$ cat config.mk
export PLATFORM = sky130hd
export DESIGN_NAME = udpil_top
export DESIGN_NICKNAME = d
export VERILOG_FILES = /design/src/udpil_pkg.sv /design/src/udpil_sync.sv /design/src/udpil_queue.sv /design/src/udpil_top.sv
export VERILOG_INCLUDE_DIRS = /design/src /design/src/src
export SDC_FILE = /design/constraint.sdc
export NUM_CORES = 1
export LEC_CHECK = 0
export ABC_AREA = 1
export BUFFER_PORTS_ARGS = -buffer_cell sky130_fd_sc_hd__buf_2
export CORE_MARGIN = 5
export CORE_UTILIZATION = 45
export CTS_CLUSTER_DIAMETER = 40
export DETAILED_ROUTE_END_ITERATION = 8
export SYNTH_ARGS = -nofsm -noshare
export SYNTH_HDL_FRONTEND = slang
export SYNTH_SLANG_ARGS = --single-unit
$ cat constraint.sdc
create_clock -name mclk -period 4.6 [get_ports mclk]
set_input_delay 0.92 -clock mclk [delete_from_list [all_inputs] [get_ports mclk]]
set_output_delay 0.92 -clock mclk [all_outputs]
set_load 0.05 [all_outputs]
$ cat src/udpil_consts.svh
// Offsets, field positions, reset values and counts of the serial data-port and event logic.
// Definitions only; included by every file that decodes registers.
`ifndef UDPIL_CONSTS_SVH
`define UDPIL_CONSTS_SVH

// ==========================================================
// Register indices (byte address is four times the index)
`define UDPIL_IDX_DATA 4'h0
`define UDPIL_IDX_IER 4'h1
`define UDPIL_IDX_EIR 4'h2
`define UDPIL_IDX_LSR 4'h5
`define UDPIL_IDX_MSR 4'h6
`define UDPIL_IDX_EXT 4'h8

// ==========================================================
// Queue control fields
`define UDPIL_QC_EN 0
`define UDPIL_QC_RXRST 1
`define UDPIL_QC_TXRST 2
`define UDPIL_QC_TXTH_LO 4
`define UDPIL_QC_RXTH_LO 6
// Receive thresholds for codes 00..11
`define UDPIL_RXTH_0 1
`define UDPIL_RXTH_1 4
`define UDPIL_RXTH_2 8
`define UDPIL_RXTH_3 14
// Transmit thresholds for codes 00..11
`define UDPIL_TXTH_0 1
`define UDPIL_TXTH_1 3
`define UDPIL_TXTH_2 9
`define UDPIL_TXTH_3 13

// ==========================================================
// Interrupt enable fields and masks
`define UDPIL_IE_RX 0
`define UDPIL_IE_TX 1
`define UDPIL_IE_LINE 2
`define UDPIL_IE_MODEM 3
`define UDPIL_IER_LEGACY_MASK 8'h0F
`define UDPIL_IER_EXT_MASK 8'h2F
`define UDPIL_IER_RESET 8'h00

// ==========================================================
// Legacy identification codes
`define UDPIL_ID_NONE 4'h1
`define UDPIL_ID_LINE 4'h6
`define UDPIL_ID_RXLVL 4'h4
`define UDPIL_ID_RXTO 4'hC
`define UDPIL_ID_TXLOW 4'h2
`define UDPIL_ID_MODEM 4'h0

// ==========================================================
// Timing and bus answers
`define UDPIL_TIMEOUT_CHARS 3'h4
`define UDPIL_RESP_OKAY 2'h0
`define UDPIL_RESP_SLVERR 2'h2

`endif

$ cat src/udpil_pkg.sv
// Types shared by the serial data-port and event logic.
// No assumptions on surroundings.
package udpil_pkg;
  typedef logic [7:0] udpil_byte_t;
  typedef logic [1:0] udpil_resp_t;
  typedef logic [5:0] udpil_addr_t;
endpackage

$ cat src/udpil_sync.sv
// Two-flop synchroniser for a group of asynchronous levels.
// Assumes the inputs change slowly compared with mclk.
`timescale 1ns/1ns
module udpil_sync #(
  parameter int WIDTH = 4,
  parameter logic [WIDTH-1:0] INIT = '1
) (
  // Clock and reset
  input wire logic mclk,
  input wire logic rst,
  // Levels
  input wire logic [WIDTH-1:0] d,
  output logic [WIDTH-1:0] q
);
  logic [WIDTH-1:0] meta_reg;

  always_ff @(posedge mclk or posedge rst) begin
    if (rst) begin
      meta_reg <= INIT;
      q <= INIT;
    end else begin
      meta_reg <= d;
      q <= meta_reg;
    end
  end
endmodule

$ cat src/udpil_queue.sv
// Word queue of WIDTH bits with level count; head word is read without popping.
// Assumes the owner never pushes when full nor pops when empty.
`timescale 1ns/1ns
module udpil_queue #(
  parameter int WIDTH = 8,
  parameter int DEPTH = 16,
  parameter int CW = $clog2(DEPTH) + 1
) (
  // Clock and reset
  input wire logic mclk,
  input wire logic rst,
  // Control
  input wire logic clear,
  input wire logic push,
  input wire logic [WIDTH-1:0] pushData,
  input wire logic pop,
  // State
  output logic [WIDTH-1:0] head,
  output logic [CW-1:0] count,
  output logic empty,
  output logic full
);
  localparam int AW = $clog2(DEPTH);
  logic [WIDTH-1:0] mem [DEPTH];
  logic [AW-1:0] wrPtr_reg;
  logic [AW-1:0] rdPtr_reg;

  assign head = mem[rdPtr_reg];
  assign empty = (count == '0);
  assign full = (count == CW'(DEPTH));

  always_ff @(posedge mclk) begin
    if (push) begin
      mem[wrPtr_reg] <= pushData;
    end
  end

  always_ff @(posedge mclk or posedge rst) begin
    if (rst) begin
      wrPtr_reg <= '0;
      rdPtr_reg <= '0;
      count <= '0;
    end else if (clear) begin
      wrPtr_reg <= '0;
      rdPtr_reg <= '0;
      count <= '0;
    end else begin
      if (push) begin
        wrPtr_reg <= wrPtr_reg + 1'b1;
      end
      if (pop) begin
        rdPtr_reg <= rdPtr_reg + 1'b1;
      end
      count <= count + CW'(push) - CW'(pop);
    end
  end
endmodule

$ cat src/udpil_top.sv
// Data ports, interrupt enables and event identification of a serial controller.
// Assumes receiver, transmitter and character tick on mclk; modem pins are asynchronous.
//
// The implementer's own choices: the AXI4-Lite register port and the address map.
`timescale 1ns/1ns
`include "udpil_consts.svh"
module udpil_top #(
  parameter int DEPTH = 16
) (
  // Clock and reset
  input wire logic mclk,
  input wire logic rst,
  // AXI4-Lite write
  input wire udpil_pkg::udpil_addr_t awaddr,
  input wire logic awvalid,
  output logic awready,
  input wire logic [31:0] wdata,
  input wire logic [3:0] wstrb,
  input wire logic wvalid,
  output logic wready,
  output udpil_pkg::udpil_resp_t bresp,
  output logic bvalid,
  input wire logic bready,
  // AXI4-Lite read
  input wire udpil_pkg::udpil_addr_t araddr,
  input wire logic arvalid,
  output logic arready,
  output logic [31:0] rdata,
  output udpil_pkg::udpil_resp_t rresp,
  output logic rvalid,
  input wire logic rready,
  // Receiver side
  input wire logic rxValid,
  input wire udpil_pkg::udpil_byte_t rxData,
  input wire logic rxParityErr,
  input wire logic rxFrameErr,
  input wire logic rxBreak,
  input wire logic charTick,
  // Transmitter side
  output logic txValid,
  output udpil_pkg::udpil_byte_t txData,
  input wire logic txReady,
  input wire logic txIdle,
  // Modem pins, active low
  input wire logic ctsN,
  input wire logic dsrN,
  input wire logic dcdN,
  input wire logic riN,
  // Interrupt
  output logic irq
);
  import udpil_pkg::*;

  localparam int CW = $clog2(DEPTH) + 1;

  // ==========================================================
  // State
  logic fifoEn_reg;
  logic [1:0] rxTh_reg;
  logic [1:0] txTh_reg;
  logic extMode_reg;
  udpil_byte_t ier_reg;
  logic [3:0] lsrErr_reg;
  logic [3:0] msrDelta_reg;
  logic [3:0] modemPrev_reg;
  logic timeout_reg;
  logic [2:0] idle_reg;
  logic txLow_reg;
  logic txEmptyPrev_reg;

  // ==========================================================
  // Bus decode
  wire [3:0] wrIdx = awaddr[5:2];
  wire [3:0] rdIdx = araddr[5:2];
  wire wrFire = awvalid & awready & wvalid & wready;
  wire rdFire = arvalid & arready;
  wire wrLow = wrFire & wstrb[0];
  wire wrData = wrLow & (wrIdx == `UDPIL_IDX_DATA);
  wire wrIer = wrLow & (wrIdx == `UDPIL_IDX_IER);
  wire wrQc = wrLow & (wrIdx == `UDPIL_IDX_EIR);
  wire wrExt = wrLow & (wrIdx == `UDPIL_IDX_EXT);
  wire rdData = rdFire & (rdIdx == `UDPIL_IDX_DATA);
  wire rdEir = rdFire & (rdIdx == `UDPIL_IDX_EIR);
  wire rdLsr = rdFire & (rdIdx == `UDPIL_IDX_LSR);
  wire rdMsr = rdFire & (rdIdx == `UDPIL_IDX_MSR);
  wire wrMapped = (wrIdx <= `UDPIL_IDX_MSR) && (wrIdx != 4'h3) && (wrIdx != 4'h4)
                  || (wrIdx == `UDPIL_IDX_EXT);
  wire rdMapped = (rdIdx <= `UDPIL_IDX_MSR) && (rdIdx != 4'h3) && (rdIdx != 4'h4)
                  || (rdIdx == `UDPIL_IDX_EXT);

  // ==========================================================
  // Queues
  logic [10:0] rxHead;
  logic [CW-1:0] rxCount;
  logic rxEmpty;
  logic rxFull;
  udpil_byte_t txHead;
  logic [CW-1:0] txCount;
  logic txEmpty;
  logic txFull;

  wire qcEnNew = wdata[`UDPIL_QC_EN];
  // Toggling the enable flushes both queues
  wire qcFlip = wrQc & (qcEnNew != fifoEn_reg);
  wire rxClear = qcFlip | (wrQc & wdata[`UDPIL_QC_RXRST]);
  wire txClear = qcFlip | (wrQc & wdata[`UDPIL_QC_TXRST]);
  // Without queues a single holding byte is all there is
  wire rxRoom = fifoEn_reg ? !rxFull : rxEmpty;
  wire txRoom = fifoEn_reg ? !txFull : txEmpty;
  wire rxPush = rxValid & rxRoom;
  wire rxOverrun = rxValid & !rxRoom;
  wire rxPop = rdData & !rxEmpty;
  wire txPush = wrData & txRoom;
  wire txPop = !txEmpty & (!txValid | txReady);

  udpil_queue #(.WIDTH(11), .DEPTH(DEPTH)) rxQueue (
    .mclk(mclk),
    .rst(rst),
    .clear(rxClear),
    .push(rxPush),
    .pushData({rxBreak, rxFrameErr, rxParityErr, rxData}),
    .pop(rxPop),
    .head(rxHead),
    .count(rxCount),
    .empty(rxEmpty),
    .full(rxFull)
  );

  udpil_queue #(.WIDTH(8), .DEPTH(DEPTH)) txQueue (
    .mclk(mclk),
    .rst(rst),
    .clear(txClear),
    .push(txPush),
    .pushData(wdata[7:0]),
    .pop(txPop),
    .head(txHead),
    .count(txCount),
    .empty(txEmpty),
    .full(txFull)
  );

  // ==========================================================
  // Modem pins
  logic [3:0] modemSync;
  udpil_sync #(.WIDTH(4), .INIT(4'hF)) modemSyncer (
    .mclk(mclk),
    .rst(rst),
    .d({dcdN, riN, dsrN, ctsN}),
    .q(modemSync)
  );
  wire [3:0] modemChg = modemSync ^ modemPrev_reg;
  // Ring counts only its trailing edge
  wire [3:0] modemSet = {modemChg[3], modemChg[2] & modemSync[2], modemChg[1:0]};

  // ==========================================================
  // Events
  wire [CW-1:0] rxThVal = (rxTh_reg == 2'h0) ? CW'(`UDPIL_RXTH_0) :
                          (rxTh_reg == 2'h1) ? CW'(`UDPIL_RXTH_1) :
                          (rxTh_reg == 2'h2) ? CW'(`UDPIL_RXTH_2) : CW'(`UDPIL_RXTH_3);
  wire [CW-1:0] txThVal = (txTh_reg == 2'h0) ? CW'(`UDPIL_TXTH_0) :
                          (txTh_reg == 2'h1) ? CW'(`UDPIL_TXTH_1) :
                          (txTh_reg == 2'h2) ? CW'(`UDPIL_TXTH_2) : CW'(`UDPIL_TXTH_3);
  wire rxLevel = fifoEn_reg ? (rxCount >= rxThVal) : !rxEmpty;
  wire toSet = fifoEn_reg & !rxEmpty & charTick
               & (idle_reg == `UDPIL_TIMEOUT_CHARS - 3'h1);
  wire txLowLevel = fifoEn_reg ? (txCount < txThVal) : txEmpty;
  wire txAllEmpty = txEmpty & !txValid & txIdle;
  wire lineEvt = |lsrErr_reg;
  wire modemEvt = |msrDelta_reg;
  wire [3:0] errSet = {rxPush & rxBreak, rxPush & rxFrameErr, rxPush & rxParityErr, rxOverrun};

  // ==========================================================
  // Identification
  wire pendLine = lineEvt & ier_reg[`UDPIL_IE_LINE];
  wire pendRx = rxLevel & ier_reg[`UDPIL_IE_RX];
  wire pendTo = timeout_reg & ier_reg[`UDPIL_IE_RX];
  wire pendTx = txLow_reg & ier_reg[`UDPIL_IE_TX];
  wire pendMs = modemEvt & ier_reg[`UDPIL_IE_MODEM];
  wire [3:0] legacyCode = pendLine ? `UDPIL_ID_LINE :
                          pendRx ? `UDPIL_ID_RXLVL :
                          (pendTo & fifoEn_reg) ? `UDPIL_ID_RXTO :
                          pendTx ? `UDPIL_ID_TXLOW :
                          pendMs ? `UDPIL_ID_MODEM : `UDPIL_ID_NONE;
  wire [7:0] legacyEir = {fifoEn_reg, fifoEn_reg, 2'h0, legacyCode};
  wire [7:0] extEir = {2'h0, txAllEmpty, 1'b0, modemEvt, lineEvt, txLowLevel,
                       rxLevel | timeout_reg};
  wire [7:0] eirVal = extMode_reg ? extEir : legacyEir;
  wire txLowTop = !extMode_reg & (legacyCode == `UDPIL_ID_TXLOW);
  wire irqNext = extMode_reg ? |(extEir & ier_reg) : !legacyCode[0];
  wire [7:0] ierMask = extMode_reg ? `UDPIL_IER_EXT_MASK : `UDPIL_IER_LEGACY_MASK;

  // ==========================================================
  // Read data
  wire [7:0] lsrVal = {1'b0, txAllEmpty, txEmpty, lsrErr_reg, !rxEmpty};
  wire [7:0] msrVal = {~modemSync, msrDelta_reg};
  wire [7:0] rdByte = (rdIdx == `UDPIL_IDX_DATA) ? rxHead[7:0] :
                      (rdIdx == `UDPIL_IDX_IER) ? ier_reg :
                      (rdIdx == `UDPIL_IDX_EIR) ? eirVal :
                      (rdIdx == `UDPIL_IDX_LSR) ? lsrVal :
                      (rdIdx == `UDPIL_IDX_MSR) ? msrVal :
                      (rdIdx == `UDPIL_IDX_EXT) ? {7'h0, extMode_reg} : 8'h00;

  // ==========================================================
  // Bus handshakes
  always_ff @(posedge mclk or posedge rst) begin
    if (rst) begin
      awready <= 1'b0;
      wready <= 1'b0;
      bvalid <= 1'b0;
      bresp <= `UDPIL_RESP_OKAY;
    end else begin
      // Both channels are taken together so a write is never half done
      awready <= awvalid & wvalid & !awready & !bvalid;
      wready <= awvalid & wvalid & !awready & !bvalid;
      if (wrFire) begin
        bvalid <= 1'b1;
        bresp <= wrMapped ? `UDPIL_RESP_OKAY : `UDPIL_RESP_SLVERR;
      end else if (bready) begin
        bvalid <= 1'b0;
      end
    end
  end

  always_ff @(posedge mclk or posedge rst) begin
    if (rst) begin
      arready <= 1'b0;
      rvalid <= 1'b0;
      rdata <= 32'h0000_0000;
      rresp <= `UDPIL_RESP_OKAY;
    end else begin
      arready <= arvalid & !arready & !rvalid;
      if (rdFire) begin
        rvalid <= 1'b1;
        rdata <= {24'h00_0000, rdByte};
        rresp <= rdMapped ? `UDPIL_RESP_OKAY : `UDPIL_RESP_SLVERR;
      end else if (rready) begin
        rvalid <= 1'b0;
      end
    end
  end

  // ==========================================================
  // Control registers
  always_ff @(posedge mclk or posedge rst) begin
    if (rst) begin
      fifoEn_reg <= 1'b0;
      rxTh_reg <= 2'h0;
      txTh_reg <= 2'h0;
      extMode_reg <= 1'b0;
      ier_reg <= `UDPIL_IER_RESET;
    end else begin
      if (wrQc) begin
        fifoEn_reg <= qcEnNew;
        rxTh_reg <= wdata[`UDPIL_QC_RXTH_LO +: 2];
        txTh_reg <= wdata[`UDPIL_QC_TXTH_LO +: 2];
      end
      if (wrExt) begin
        extMode_reg <= wdata[0];
      end
      if (wrIer) begin
        ier_reg <= wdata[7:0] & ierMask;
      end else if (!extMode_reg) begin
        ier_reg <= ier_reg & `UDPIL_IER_LEGACY_MASK;
      end
    end
  end

  // ==========================================================
  // Event flags; a set always beats a clear in the same cycle
  always_ff @(posedge mclk or posedge rst) begin
    if (rst) begin
      lsrErr_reg <= 4'h0;
      msrDelta_reg <= 4'h0;
      modemPrev_reg <= 4'hF;
      timeout_reg <= 1'b0;
      idle_reg <= 3'h0;
      txLow_reg <= 1'b0;
      txEmptyPrev_reg <= 1'b1;
    end else begin
      lsrErr_reg <= errSet | (lsrErr_reg & {4{!rdLsr}});
      msrDelta_reg <= modemSet | (msrDelta_reg & {4{!rdMsr}});
      modemPrev_reg <= modemSync;
      if (rxPush | rxPop | rxEmpty | !fifoEn_reg) begin
        idle_reg <= 3'h0;
      end else if (charTick && idle_reg != `UDPIL_TIMEOUT_CHARS) begin
        idle_reg <= idle_reg + 3'h1;
      end
      timeout_reg <= toSet | (timeout_reg & !rxPop & !rxClear);
      txEmptyPrev_reg <= txEmpty;
      txLow_reg <= (txEmpty & !txEmptyPrev_reg)
                   | (wrIer & wdata[`UDPIL_IE_TX] & txEmpty)
                   | (txLow_reg & !wrData & !(rdEir & txLowTop));
    end
  end

  // ==========================================================
  // Transmit output stage and interrupt
  always_ff @(posedge mclk or posedge rst) begin
    if (rst) begin
      txValid <= 1'b0;
      txData <= 8'h00;
      irq <= 1'b0;
    end else begin
      if (txClear) begin
        txValid <= 1'b0;
      end else if (txPop) begin
        txValid <= 1'b1;
        txData <= txHead;
      end else if (txReady) begin
        txValid <= 1'b0;
      end
      irq <= irqNext;
    end
  end
endmodule

==> flow_metrics.py <==
metrics = {
    "die": {
        "pin_count": 125,
        "core_mm2": 0.03254,
        "start_util_pct": 45.61,
        "die_w_um": 191.6,
        "die_y_um": 191.6,
        "rows": 66,
        "dieArea_mm2": 0.03671,
    },
    "setup_path": {
        "path_cells": "inv_1, ha_1, nand3_1, nor2_4, a21oi_1, nor2_1, nand2_1, nor2_1, inv_1, nor2_1",
        "crit_type": "reg2reg",
        "cp.required_ns": 4.76,
        "rrSetupSlack_ns": 1.36,
        "crit_path_max_fanout": 12,
        "r2r-start": "rxQueue.count[2]$_DFF_PP0_",
        "reg2reg_depth": 10,
        "r2r-end": "rxQueue.mem[7][5]$_DFFE_PP_",
        "cp-start-kind": "flop",
        "critPathCaptureType": "flop",
        "crit_top_cell": "nor2_1",
        "cpMaxStageDelayCell": "nor2_1",
        "slowest_delay_ns": 0.66,
        "arrival_ns": 3.40,
    },
    "cts": {
        "cts.path.max_buffers": 3,
        "cts_tree": "done",
        "ctsHoldBuffers": 0,
        "clk_pin_slew_worst_paths_ns": 0.06,
        "ctsResizeCount": 0,
        "cts_root_buf": "clkbuf_16",
        "clock_latency_ns": 0.56,
        "cts_buffers": 47,
        "htreeDepth": 2,
        "cts.sinks": 343,
        "post_cts_buffers": 0,
    },
    "finish": {
        "mostFrequentLayoutCells": "edfxtp_1 (256), nor2_1 (215), nand2_1 (149)",
        "mostFrequentLayoutCell": "edfxtp_1",
        "nNetsFinal": 1476,
        "fillers": 2839,
        "diodes": 0,
        "top_regs": "rxQueue.mem (128), txQueue.mem (128)",
        "drive_gt1_share_pct": 14.94,
        "syn2layout_area_growth_pct": 15.19,
        "final-seq-area_mm2": 0.009883,
        "multi_input_area_mm2": 0.004224,
    },
    "sta": {
        "setup_viol": 0,
        "rsz0062_at_grt": "false",
        "worst_pin_slew_ns": 1.072,
        "finalWorstSetupSlack_ns": 1.357,
        "clock.fmax_mhz": 308.3,
        "maxSlewViolCount": 0,
        "fin_worst_skew_ns": 0.03119,
        "tns_ns": 0,
        "holdWs_ns": 0.3555,
        "min_period_over_period_pct": 70.51,
        "finalHoldViolCount": 0,
        "maxSlewHeadroom_pct": 28.53,
        "fin_crit_ns": 3.243,
    },
    "detailed_routing": {
        "drcViolationCount": 0,
        "antenna_left": 0,
        "dr.pass1.iters": 5,
        "drtIter0Drc": 773,
        "viasPerCell": 5.335,
        "drt_wl_total_um": 34610,
        "routedWlPerCell_um": 18.73,
        "vias": 9859,
    },
    "power": {
        "p_per_area_mw_per_mm2": 563.8,
        "worst_ir_drop_vdd_mv": 0.3265,
        "power.static_leakage_nw": 6.498,
    },
    "run_status": {
        "outcome": "finished clean",
    },
    "worst_hold_path": {
        "min_path_cells": 0,
        "hold_path_class": "reg2reg",
        "hold_end": "modemSyncer.q[3]$_DFF_PP1_",
        "hold_start": "modemSyncer.meta_reg[3]$_DFF_PP1_",
    },
    "grt": {
        "grt_pass1_wl_um": 53720,
        "overflow": 0,
        "grt_util_all_layers_pct": 18.75,
        "antenna_found_initial": 1,
        "grt_pass1_vias": 9617,
        "grt_max_degree": 67,
    },
    "logic_synthesis": {
        "synthCells": 1297,
        "syn-cell-area_mm2": 0.01484,
        "ys_seq_area_share_pct": 66.59,
        "ys_ff_latch": 343,
        "ys_types": 45,
        "ys_warn_count": 0,
        "syn-mean-instance-area_um2": 11.44,
    },
    "placement": {
        "dpl_worst_slack_ns": 1.331,
        "dp_hpwl_um": 21330,
        "gp_congestion": 0.8308,
        "portBuffers": 67,
    },
    "job": {
        "cap_viol_max_count": 0,
    },
}
per-stage QoR:
step	instance area (um2)	utilization, %	total power, mW	instances
detailed placement	15440	47.47	5.957	1761
global placement	15440	47.47	5.915	1761
floorplan	14930	-	5.377	1322
CTS	17090	52.54	9.699	1848
global route	17090	52.54	10.13	1848
finish	17090	52.54	9.638	1848
synthesized netlist by cell type (all sizes together):
library cell  instances  share of area (%)
conb                  1              0.025
a31oi                 9               0.38
nand4                11               0.46
a211oi                2               0.10
o221ai               45                2.7
dfrtp                74                 12
nor3b                 1              0.051
or2                   3               0.13
edfxtp              256                 52
mux2i                 1              0.067
nor3                  8               0.35
nor2                222                6.0
clkinv                4               0.13
nand3                45                1.6
o31ai                 2               0.10
o22ai                15               0.63
o21bai                1              0.051
a21oi                25               0.84
xnor2                 5               0.30
clkbuf               30               0.76
fa                    2               0.27
a32o                  1              0.067
o211ai               21                1.1
buf                  49                2.3
o21ai               166                5.7
ha                   32                2.7
dfstp                13                2.3
nand2               153                4.0
inv                  94                2.4
xor2                  6               0.35
worst max-delay path, delay by kind of cell, from the launching register on:
family          cells  cell delay (ns)
compound gates      1             0.09
flops               1             0.40
simple gates        6             2.06
fa+ha+maj           1             0.15
buf+inv             2             0.16
final cells by class:
cell class / count / area share [%]
Multi-Input combinational cell: 802 / 24.71
Sequential cell: 343 / 57.82
Tap cell: 442 / 3.235
Inverter: 98 / 2.225
Clock buffer: 56 / 7.378
Timing Repair Buffer: 76 / 2.357
Clock inverter: 31 / 2.276
worst max-delay path by stage:
stage                                     startpoint  cells after the start  slack [ns]                      endpoint
after floorplan                                  rst                      1        1.45             arready$_DFF_PP0_
after global placement                     araddr[3]                     17        1.35    rxQueue.count[4]$_DFF_PP0_
after detailed placement  rxQueue.count[2]$_DFF_PP0_                     10        1.33  rxQueue.mem[15][7]$_DFFE_PP_
after CTS                 rxQueue.count[2]$_DFF_PP0_                     10        1.31  rxQueue.mem[15][2]$_DFFE_PP_
after global routing      rxQueue.count[2]$_DFF_PP0_                     10        1.06   rxQueue.mem[7][1]$_DFFE_PP_
final                     rxQueue.count[2]$_DFF_PP0_                     10        1.36   rxQueue.mem[7][5]$_DFFE_PP_
power breakdown:
part           internal [mW]  leakage, nW  total, mW  switching (mW)
clock                   2.29        0.788       3.74            1.44
combinational          0.653         2.43       2.18            1.53
sequential              3.53         3.28       3.72           0.191
metal layers:
layer | vias to the layer above | routed length [um] | track usage (%)
met3 | 56 | 2139 | 3.326
met2 | 300 | 15740 | 29.56
li1 | 4700 | - | -
met5 | - | 13 | 0
met4 | 2 | 704 | 5.028
met1 | 4801 | 16010 | 27.09
logic make-up (layout without fill, tap and decap cells):
group	count (synthesis)	count (layout)	synth area share [%]
AND/OR/NAND/NOR	443	443	12.53
AO/OA/AOI/OAI	287	287	11.59
multiplexers	1	1	0.06746
flip-flops	343	343	66.59
adder cells (fa/ha/maj)	34	34	2.968
buffers and inverters	177	261	5.582
other	1	26	0.02527
XOR/XNOR	11	11	0.6492
Note: power is estimated with default switching activity, not from simulation.
